<file path="config.mk">
export PLATFORM = sky130hd
export DESIGN_NAME = ccp_value_and_timer_select
export DESIGN_NICKNAME = d
export VERILOG_FILES = /design/src/rtl/ccp_value_and_timer_select.v /design/src/rtl/ccp_value_store.v /design/src/rtl/ccp_timer_route.v
export VERILOG_INCLUDE_DIRS = /design/src /design/src/rtl
export SDC_FILE = /design/constraint.sdc
export NUM_CORES = 1
export LEC_CHECK = 0
export BUFFER_PORTS_ARGS = -buffer_cell sky130_fd_sc_hd__buf_2
export CORE_MARGIN = 2
export CORE_UTILIZATION = 60
export CTS_CLUSTER_DIAMETER = 120
export DETAILED_ROUTE_END_ITERATION = 12
export PLACE_DENSITY = 0.87
export SETUP_SLACK_MARGIN = 0.15
export SKIP_LAST_GASP = 1
export SLEW_MARGIN = 10
export SYNTH_ARGS = -nofsm -noshare
export SYNTH_HDL_FRONTEND = slang
export SYNTH_SLANG_ARGS = --single-unit
</file>
<file path="constraint.sdc">
create_clock -name pclk -period 6.67 [get_ports pclk]
set_clock_uncertainty 0.2 [all_clocks]
set_input_delay 0.667 -clock pclk [delete_from_list [all_inputs] [get_ports pclk]]
set_output_delay 0.667 -clock pclk [all_outputs]
set_load 0.01 [all_outputs]
</file>
<file path="src/rtl/ccp_defines.vh">
// Register offsets, field positions, reset values and mode codes for the channel block
`ifndef CCP_DEFINES_VH
`define CCP_DEFINES_VH

// Byte addresses on the register bus
`define OFF_VALUE_HIGH0   12'h000
`define OFF_VALUE_HIGH1   12'h004
`define OFF_VALUE_HIGH2   12'h008
`define OFF_VALUE_HIGH3   12'h00c
`define OFF_ROUTING       12'h010
`define OFF_MODE_CTRL     12'h014
`define OFF_STATUS        12'h018

// Timer-select field positions inside the routing register
`define TSEL_CH0_LSB      0
`define TSEL_CH1_LSB      2
`define TSEL_CH2_LSB      4
`define TSEL_CH3_LSB      6

// Timer-select codes
`define TSEL_RESERVED     2'h0
`define TSEL_PAIR_A       2'h1
`define TSEL_PAIR_B       2'h2
`define TSEL_PAIR_C       2'h3
`define ROUTING_RESET     8'h55

// Channel operating modes, three bits per channel in the mode register
`define MODE_OFF          2'h0
`define MODE_CAPTURE      2'h1
`define MODE_COMPARE      2'h2
`define MODE_PWM          2'h3
`define MODE_FIELD_W      3
`define MODE_CTRL_RESET   12'h000

// Bus answer delay in cycles
`define APB_WAIT_CYCLES   1

`endif

</file>
<file path="src/rtl/ccp_value_and_timer_select.v">
// Register front end and per-channel datapath for four capture/compare/PWM channels
// What this block does
// - Capture mode loads the value byte with the selected timer high byte.
// - Compare mode matches the value byte against the selected timer high byte.
// - PWM with format 0 uses only bits 1:0 as top duty bits.
// - PWM with format 1 uses all eight bits as top duty bits.
// - Timer-select code 11 routes capture/compare to fifth, PWM to sixth timer.
// - Timer-select code 10 routes capture/compare to third, PWM to fourth timer.
// - Code 01 routes to first and second timer; code 00 reserved.
// - Fourth channel timer-select sits in routing bits 7:6.
// - Third channel timer-select sits in routing bits 5:4.
// - Second channel timer-select sits in routing bits 3:2.
// - First channel timer-select sits in bits 1:0; all fields read/write.
`include "ccp_defines.vh"
module ccp_value_and_timer_select #(
    parameter NCH = 4
) (
    // Clock, reset, enable
    input  wire              pclk,
    input  wire              presetn,
    input  wire              clk_en,
    // APB slave
    input  wire              psel,
    input  wire              penable,
    input  wire              pwrite,
    input  wire [11:0]       paddr,
    input  wire [31:0]       pwdata,
    output wire              pready,
    output reg  [31:0]       prdata,
    output wire              pslverr,
    // Timer high bytes
    input  wire [7:0]        first_timer_high_byte,
    input  wire [7:0]        second_timer_high_byte,
    input  wire [7:0]        third_timer_high_byte,
    input  wire [7:0]        fourth_timer_high_byte,
    input  wire [7:0]        fifth_timer_high_byte,
    input  wire [7:0]        sixth_timer_high_byte,
    // Per-channel capture events, one-cycle pulses
    input  wire [NCH-1:0]    capture_event,
    // Per-channel outputs
    output reg  [NCH-1:0]    compare_match,
    output reg  [8*NCH-1:0]  pwm_duty_high,
    output reg  [NCH-1:0]    pwm_high_match
);
    // Routing and mode registers
    reg  [7:0]               channel_timer_routing;
    reg  [3*NCH-1:0]         channel_mode_ctrl;
    reg  [NCH-1:0]           capture_seen;

    // APB access phase control
    reg                      wait_cnt;
    wire                     setup_ok  = psel & penable;
    assign pready  = setup_ok & (wait_cnt == 1'b1);
    wire                     acc_done  = pready & clk_en;
    wire                     wr_done   = acc_done & pwrite;

    wire                     is_value  = (paddr[11:4] == 8'h00) && (paddr[1:0] == 2'h0);
    wire                     is_route  = (paddr == `OFF_ROUTING);
    wire                     is_mode   = (paddr == `OFF_MODE_CTRL);
    wire                     is_status = (paddr == `OFF_STATUS);
    wire                     mapped    = is_value | is_route | is_mode | is_status;
    assign pslverr = pready & ~mapped;

    // One wait state gives the value store time to present registered read data
    always @(posedge pclk or negedge presetn) begin
        if (!presetn) begin
            wait_cnt <= 1'b0;
        end else if (clk_en) begin
            if (setup_ok && !wait_cnt) begin
                wait_cnt <= 1'b1;
            end else begin
                wait_cnt <= 1'b0;
            end
        end
    end

    // Routed timers per channel
    wire [8*NCH-1:0]         cc_timer;
    wire [8*NCH-1:0]         pwm_timer;
    wire [NCH-1:0]           sel_reserved;
    wire [8*NCH-1:0]         value_all;
    wire [7:0]               store_rd;

    // Capture writes share the store port with the bus; the bus wins a collision
    reg                      st_we;
    reg  [1:0]               st_wa;
    reg  [7:0]               st_wd;
    reg  [NCH-1:0]           cap_pending;
    integer                  k;

    always @* begin
        st_we = 1'b0;
        st_wa = 2'h0;
        st_wd = 8'h00;
        if (wr_done && is_value) begin
            st_we = 1'b1;
            st_wa = paddr[3:2];
            st_wd = pwdata[7:0];
        end else begin
            for (k = NCH - 1; k >= 0; k = k - 1) begin
                if (cap_pending[k]) begin
                    st_we = 1'b1;
                    st_wa = k[1:0];
                    st_wd = cc_timer[8*k +: 8];
                end
            end
        end
    end

    ccp_value_store #(
        .DEPTH (NCH),
        .AW    (2)
    ) u_store (
        .pclk     (pclk),
        .clk_en   (clk_en),
        .wr_en    (st_we),
        .wr_addr  (st_wa),
        .wr_data  (st_wd),
        .rd_addr  (paddr[3:2]),
        .rd_data  (store_rd),
        .all_data (value_all)
    );

    genvar g;
    generate
        for (g = 0; g < NCH; g = g + 1) begin : ch
            wire [2:0] mfield = channel_mode_ctrl[3*g +: 3];
            wire [1:0] channel_operating_mode = mfield[1:0];
            wire       pwm_alignment_format   = mfield[2];
            wire [7:0] vbyte = value_all[8*g +: 8];
            wire [7:0] duty;

            ccp_timer_route u_route (
                .tsel                   (channel_timer_routing[2*g +: 2]),
                .first_timer_high_byte  (first_timer_high_byte),
                .second_timer_high_byte (second_timer_high_byte),
                .third_timer_high_byte  (third_timer_high_byte),
                .fourth_timer_high_byte (fourth_timer_high_byte),
                .fifth_timer_high_byte  (fifth_timer_high_byte),
                .sixth_timer_high_byte  (sixth_timer_high_byte),
                .cc_timer               (cc_timer[8*g +: 8]),
                .pwm_timer              (pwm_timer[8*g +: 8]),
                .sel_reserved           (sel_reserved[g])
            );

            assign duty = pwm_alignment_format ? vbyte : {6'h00, vbyte[1:0]};

            always @(posedge pclk or negedge presetn) begin
                if (!presetn) begin
                    compare_match[g]      <= 1'b0;
                    pwm_duty_high[8*g +: 8] <= 8'h00;
                    pwm_high_match[g]     <= 1'b0;
                    cap_pending[g]        <= 1'b0;
                    capture_seen[g]       <= 1'b0;
                end else if (clk_en) begin
                    compare_match[g] <= (channel_operating_mode == `MODE_COMPARE) &&
                                        (cc_timer[8*g +: 8] == vbyte);
                    if (channel_operating_mode == `MODE_PWM) begin
                        pwm_duty_high[8*g +: 8] <= duty;
                        pwm_high_match[g]       <= (pwm_timer[8*g +: 8] == duty);
                    end else begin
                        pwm_duty_high[8*g +: 8] <= 8'h00;
                        pwm_high_match[g]       <= 1'b0;
                    end
                    // capture request held until store takes it
                    if (channel_operating_mode == `MODE_CAPTURE && capture_event[g]) begin
                        cap_pending[g] <= 1'b1;
                    end else if (st_we && st_wa == g && !(wr_done && is_value)) begin
                        cap_pending[g] <= 1'b0;
                    end
                    // Sticky capture flag; a new capture wins over a clear
                    if (channel_operating_mode == `MODE_CAPTURE && capture_event[g]) begin
                        capture_seen[g] <= 1'b1;
                    end else if (wr_done && is_status && pwdata[g]) begin
                        capture_seen[g] <= 1'b0;
                    end
                end
            end
        end
    endgenerate

    // Register writes
    always @(posedge pclk or negedge presetn) begin
        if (!presetn) begin
            channel_timer_routing <= `ROUTING_RESET;
            channel_mode_ctrl     <= `MODE_CTRL_RESET;
        end else if (clk_en && wr_done) begin
            if (is_route) begin
                channel_timer_routing[`TSEL_CH3_LSB +: 2] <= pwdata[`TSEL_CH3_LSB +: 2];
                channel_timer_routing[`TSEL_CH2_LSB +: 2] <= pwdata[`TSEL_CH2_LSB +: 2];
                channel_timer_routing[`TSEL_CH1_LSB +: 2] <= pwdata[`TSEL_CH1_LSB +: 2];
                channel_timer_routing[`TSEL_CH0_LSB +: 2] <= pwdata[`TSEL_CH0_LSB +: 2];
            end
            if (is_mode) begin
                channel_mode_ctrl <= pwdata[3*NCH-1:0];
            end
        end
    end

    // Read data register, loaded at the edge that ends the wait state, one edge before completion
    always @(posedge pclk or negedge presetn) begin
        if (!presetn) begin
            prdata <= 32'h00000000;
        end else if (clk_en && setup_ok && !wait_cnt && !pwrite) begin
            prdata <= 32'h00000000;
            if (is_route) begin
                prdata <= {24'h000000, channel_timer_routing};
            end else if (is_mode) begin
                prdata <= {20'h00000, channel_mode_ctrl};
            end else if (is_status) begin
                prdata <= {24'h000000, sel_reserved, capture_seen};
            end else if (is_value) begin
                // Store output was loaded from paddr at the setup edge
                prdata <= {24'h000000, store_rd};
            end
        end
    end
endmodule

</file>
<file path="src/rtl/ccp_value_store.v">
// Four-entry store of channel high value bytes with registered read data
module ccp_value_store #(
    parameter DEPTH = 4,
    parameter AW    = 2
) (
    // Clock and enable
    input  wire          pclk,
    input  wire          clk_en,
    // Write port
    input  wire          wr_en,
    input  wire [AW-1:0] wr_addr,
    input  wire [7:0]    wr_data,
    // Read port
    input  wire [AW-1:0] rd_addr,
    output reg  [7:0]    rd_data,
    // Flat view of all entries for the channel logic
    output wire [8*DEPTH-1:0] all_data
);
    reg [7:0] mem [0:DEPTH-1];

    // No reset: the value byte is undefined until software or a capture writes it
    always @(posedge pclk) begin
        if (clk_en) begin
            if (wr_en) begin
                mem[wr_addr] <= wr_data;
            end
            rd_data <= mem[rd_addr];
        end
    end

    genvar g;
    generate
        for (g = 0; g < DEPTH; g = g + 1) begin : flat
            assign all_data[8*g +: 8] = mem[g];
        end
    endgenerate
endmodule

</file>
<file path="src/rtl/ccp_timer_route.v">
// Per-channel timer pair selection: capture/compare timer and PWM timer high bytes
`include "ccp_defines.vh"
module ccp_timer_route (
    // Selection code
    input  wire [1:0] tsel,
    // Timer high bytes
    input  wire [7:0] first_timer_high_byte,
    input  wire [7:0] second_timer_high_byte,
    input  wire [7:0] third_timer_high_byte,
    input  wire [7:0] fourth_timer_high_byte,
    input  wire [7:0] fifth_timer_high_byte,
    input  wire [7:0] sixth_timer_high_byte,
    // Routed results
    output reg  [7:0] cc_timer,
    output reg  [7:0] pwm_timer,
    output reg        sel_reserved
);
    always @* begin
        cc_timer     = first_timer_high_byte;
        pwm_timer    = second_timer_high_byte;
        sel_reserved = 1'b0;
        case (tsel)
            `TSEL_PAIR_C: begin
                cc_timer  = fifth_timer_high_byte;
                pwm_timer = sixth_timer_high_byte;
            end
            `TSEL_PAIR_B: begin
                cc_timer  = third_timer_high_byte;
                pwm_timer = fourth_timer_high_byte;
            end
            `TSEL_PAIR_A: begin
                cc_timer  = first_timer_high_byte;
                pwm_timer = second_timer_high_byte;
            end
            default: begin
                sel_reserved = 1'b1;
            end
        endcase
    end
endmodule

</file>
Word level (Yosys, flattened, before mapping):

Memories as Yosys holds them, arrays and structs flattened. A register that Yosys moved wholly into a read port is not among the register bits.
Cells that the tools add are included.

* memories: 1
* input bits: 102
* logic and storage cells: 191
* bits in writable memories: 32
* output and inout bits: 74
* register bits: 101

Memories
* u_store.mem: words 4, width 8, rd ports 5, clocked after Yosys merged registers in 1, write ports 1, RTL line ccp_value_store.v:19 `reg [7:0] mem [0:DEPTH-1];`

* bitwise gates (word level): 9
* equality and inequality tests: 38
* mux-type cells: 63
* reductions and logical operators: 56

Operator list (number)
* $pmux 8 s2: 8
* $mux 8: 15
* $eq 8x8->1: 8
* $eq 12x5->1 const B: 3
* $eq 2x2->1 const B: 18
* $mux 1: 33
* $logic_and 1x1->1: 28
* $mux 12: 2
* $reduce_and 2->1: 10
* $eq 2x1->1 const B: 9
* $reduce_bool 2->1: 8
* $reduce_or 3->1: 4
* $mux 2: 5
* $logic_not 8->1: 1
* $and 1x1->1: 5
* $logic_not 2->1: 2
* $logic_not 1->1: 3
* $or 1x1->1: 3
* $not 1->1: 1

Longest topological paths before layout:

* depth in word-level cells: 11
* gate-level depth with buffers: 7
* depth with buffers taken out: 5

Hierarchy:

From an unflattened synthesis, not the netlist that was laid out.

* cell total of the unflattened synthesis: 840
* area total of the unflattened synthesis: 7912.6 sq um

Modules (own cells, without submodules)
* ccp_value_and_timer_select: cells each 566, area each 5054.8 sq um, instances 1, sequential area each 2031.9 sq um
* ccp_value_store: cells each 54, area each 1436.4 sq um, instances 1, sequential area each 1201.2 sq um
* ccp_timer_route: cells each 55, area each 355.3 sq um, instances 4, sequential area each 0.0 sq um

Worst setup path before layout:

Ideal clock, no wire load.

* path kind: input -> register
* start point: input paddr[9]
* end point: memory u_store.mem[2][0], enable pin
* path buffers: 1
* arrival: 2.275 ns
* cell stages on the path: 6
* required time: 6.095 ns
* slack: 3.819 ns
* setup time: 0.375 ns
* cell sequence: nor4_2 and4b_1 nor2b_1 clkbuf_1 nand3_1 a21oi_1

* cells in the longest elaborated chain, start to end: 7
* elaborated cells on any way between the ends: 8
* classes of those cells: 5 x mux; 3 x reduce/logical

Ends and longest elaborated chain
* start: declaration: RTL line ccp_value_and_timer_select.v:26 `input wire [11:0] paddr,`
* $logic_not 8->1 *: RTL line ccp_value_and_timer_select.v:57 `wire is_value = (paddr[11:4] == 8'h00) && (paddr[1:0] == 2'h0);`
* $logic_and 1x1->1 *: RTL line ccp_value_and_timer_select.v:57
* $logic_and 1x1->1 *: RTL line ccp_value_and_timer_select.v:95 `if (wr_done && is_value) begin`
* $mux 1: RTL line ccp_value_and_timer_select.v:95
* $mux 1: RTL line ccp_value_store.v:24 `if (wr_en) begin`
* $mux 1: RTL line ccp_value_store.v:23 `if (clk_en) begin`
* $mux 1 (implied by the code): RTL line ccp_value_store.v:25 `mem[wr_addr] <= wr_data;`
* end: declaration: RTL line ccp_value_store.v:19

Mark *: on every way between the ends. The rest lies on a longest branch, timed or not.

Worst setup path in the final report:

* start point: input paddr[1]
* end point: memory u_store.mem[1][7], enable pin

* cells in the longest elaborated chain, start to end: 7
* elaborated cells on any way between the ends: 8
* classes of those cells: 5 x mux; 3 x reduce/logical

Ends and longest elaborated chain (RTL line)
* $logic_not 2->1 *: ccp_value_and_timer_select.v:57
* $logic_and 1x1->1 *: ccp_value_and_timer_select.v:57
* $logic_and 1x1->1 *: ccp_value_and_timer_select.v:95
* $mux 1: ccp_value_and_timer_select.v:95
* $mux 1: ccp_value_store.v:24
* $mux 1: ccp_value_store.v:23
* $mux 1 (implied by the code): ccp_value_store.v:25

Marked as above.

==> results.sh <==
export IMPL_status="finished, final reports clean"
export IMPL_p_clk_share_pct=48.0
export IMPL_crit_buf_inv=1
export IMPL_finalWeightedCongestion=0.979
export IMPL_synth_area_leaders="dfrtp_1 (24%), edfxtp_1 (15%), mux2i_1 (7.5%)"
export IMPL_avgSynthCellArea_um2=9.82
export IMPL_p_sw_share_pct=24.7
export IMPL_drtPass1Iterations=6
export IMPL_drv_slew=0
export IMPL_cts_root_buf="clkbuf_16"
export IMPL_drt_iter0_drc=1395
export IMPL_dp_hpwl_um=18700
export IMPL_critPathKind="primary input to flip-flop"
export IMPL_hp_class="primary input to async pin"
export IMPL_crit_path_top_delay_cell="nor2b_1"
export IMPL_powerDensity_nw_per_um2=205
export IMPL_cp_start_kind="primary input"
export IMPL_final_fill_count=1034
export IMPL_vias=7430
export IMPL_yosysWarnings=0
export IMPL_reg2reg_slack_ns=3.38
export IMPL_die_area_um2=14500
export IMPL_drc=0
export IMPL_cts_resized=0
export IMPL_synth_cell_area_um2=8140
export IMPL_antenna_left=0
export IMPL_fp_dieH_um=120
export IMPL_p_leak_uw=0.00401
export IMPL_crit_chain="buf_2 -> nor3_1 -> and4b_1 -> nor2b_1 -> mux2_2 -> nor2_1"
export IMPL_insertion_delay_ns=0.43
export IMPL_overflow=0
export IMPL_synth_cell_types=70
export IMPL_synth_top_flop_cell="dfrtp_1"
export IMPL_critPathRequiredTime_ns=6.52
export IMPL_diodes=0
export IMPL_cts_buffers=17
export IMPL_postCtsHoldBufs=0
export IMPL_wire_per_inst_um=24.1
export IMPL_grt_pass1_wl_um=40200
export IMPL_p_int_uw=1430
export IMPL_cp_max_fo=12
export IMPL_hold_viol_final=0
export IMPL_synth_edf_count=40
export IMPL_clk_pin_slew_ns=0.06
export IMPL_portBuffers=135
export IMPL_routed_wl_um=26500
export IMPL_timing_final_crit_share_pct=56.8
export IMPL_rsz0062_at_grt="no"
export IMPL_nets=1014
export IMPL_clk_path_buf_depth=2
export IMPL_start_util_pct=61.5
export IMPL_fmax_mhz=264
export IMPL_synth_top_cell_by_area="dfrtp_1"
export IMPL_syn_to_final_growth_pct=13.9
export IMPL_drv_cap=0
export IMPL_relSlewSlack_pct=22.4
export IMPL_netlist_instances=829
export IMPL_cts_tree="done"
export IMPL_antenna_found_initial=0
export IMPL_synth_seq_cells=121
export IMPL_worst_pin_slew_ns=1.16
export IMPL_postCtsSetupBuffers=0
export IMPL_ys_seq_area_share_pct=39.7
export IMPL_finalSetupViolCount=0
export IMPL_h_tree_depth=4
export IMPL_arrival_ns=3.64
export IMPL_vias_per_cell=6.75
export IMPL_rows=42
export IMPL_cpPeakStageDelay_ns=0.93
export IMPL_tns_ns=0
export IMPL_async_reset_ff_share_pct=66.9
export IMPL_power_uw=1900
export IMPL_hold_ws_ns=0.193
export IMPL_grt_pass1_vias=6859
export IMPL_dpl_instance_area_um2=8680
export IMPL_power_frac_seq_pct=41.5
export IMPL_cts_num_sinks=121
export IMPL_synth_common_cells="dfrtp_1 (77), nor2_1 (65), mux2i_1 (61)"
export IMPL_design_core_area_um2=13200
export IMPL_fp_dieW_um=120
export IMPL_cp_top_family="simple AND/OR/NAND/NOR gates"
export IMPL_drive_above_1_share_pct=24.1
export IMPL_irDropWorstVdd_uv=198
export IMPL_finalCriticalPeriod_ns=3.79
export IMPL_ios=176
export IMPL_postLayoutCellArea_um2=9270
export IMPL_synth_most_common_cell="dfrtp_1"
export IMPL_grtUsageTotal_pct=37.3
export IMPL_worstSetupEndpointType="flip-flop"
export IMPL_p_comb_share_pct=10.5
export IMPL_power_switching_uw=469
export IMPL_grt_max_degree=82
export IMPL_synth_top_cell_area_share_pct=23.7
## stage by stage
stage / util, % / std cells / worst slack, ns
global route: 70.0 / 1101 / 2.73
detailed placement: 65.6 / 1069 / 2.60
global placement: 65.6 / 1069 / 2.66
finish: 70.0 / 1101 / 2.88
floorplan: - / 848 / 3.82
CTS: 70.0 / 1101 / 3.01
## per-layer routing
| metal | share of wire [%] | global-route usage (%) | vias up | routed length [um] |
|---|---|---|---|---|
| li1 | - | - | 3216 | - |
| met1 | 39 | 53.9 | 3542 | 10400 |
| met2 | 43 | 54.3 | 589 | 11500 |
| met3 | 13 | 7.69 | 83 | 3490 |
| met4 | 4.1 | 16.4 | 0 | 1100 |
| met5 | 0 | 0 | - | 0 |
## flip-flops by register name, summed over array words and instances (netlist names), 8 cells and up
signal	cells
u_store.mem	32
channel_mode_ctrl	12
channel_timer_routing	8
u_store.rd_data	8
pwm_duty_high	32
prdata	12
## logic make-up (layout without fill, tap and decap cells)
logic type             after synthesis  count (layout)  share of synthesized area, %
AO/OA/AOI/OAI                      230             230                          20.2
flip-flops                         121             121                          39.7
AND/OR/NAND/NOR                    195             195                          12.3
XOR/XNOR                            66              66                          7.10
multiplexers                        99              99                          13.9
other                                1              20                        0.0461
buffers and inverters              117             194                          6.70
## cell usage in the layout, fill, tap and decap left out, types with 20 or more instances in the layout
master / instances
mux2i_1: 61
xnor2_1: 37
buf_2: 134
mux2_2: 29
a22o_1: 33
inv_1: 21
nand2_1: 39
nor2_1: 65
xor2_1: 29
edfxtp_1: 40
a21oi_1: 55
o21ai_0: 29
conb_1: 20
dfrtp_1: 77
## area by class of cell
class	count	area, um^2	share of cell area, %
repair buffers	140	716	7.72
well taps	176	220	2.38
multi-input cells	610	4430	47.8
clock buffers	21	470	5.07
inverters	22	82.6	0.891
clock inverters	11	118	1.27
flip-flops and latches	121	3230	34.9
## final timing paths
path | start | endpoint | cells past startpoint
max | paddr[1] | u_store.mem[1][7] | 6
min | presetn | pwm_duty_high[17] | 1
max reg2reg | wait_cnt | u_store.mem[1][7] | 5
min reg2reg | compare_match[0] | compare_match[0] | 2
max in group asynchronous | presetn | prdata[10] | 1
min in group pclk | pwdata[11] | channel_mode_ctrl[11] | 3
## power groups by stage
stage / Combinational [uW] / Clock, uW / Sequential [uW]
final: 199 / 912 / 789
after global routing: 214 / 949 / 789
after CTS: 193 / 915 / 788
after detailed placement: 190 / 0 / 801
after global placement: 187 / 0 / 801
after floorplan: 107 / 0 / 806
(Power assumes the default switching activity.)
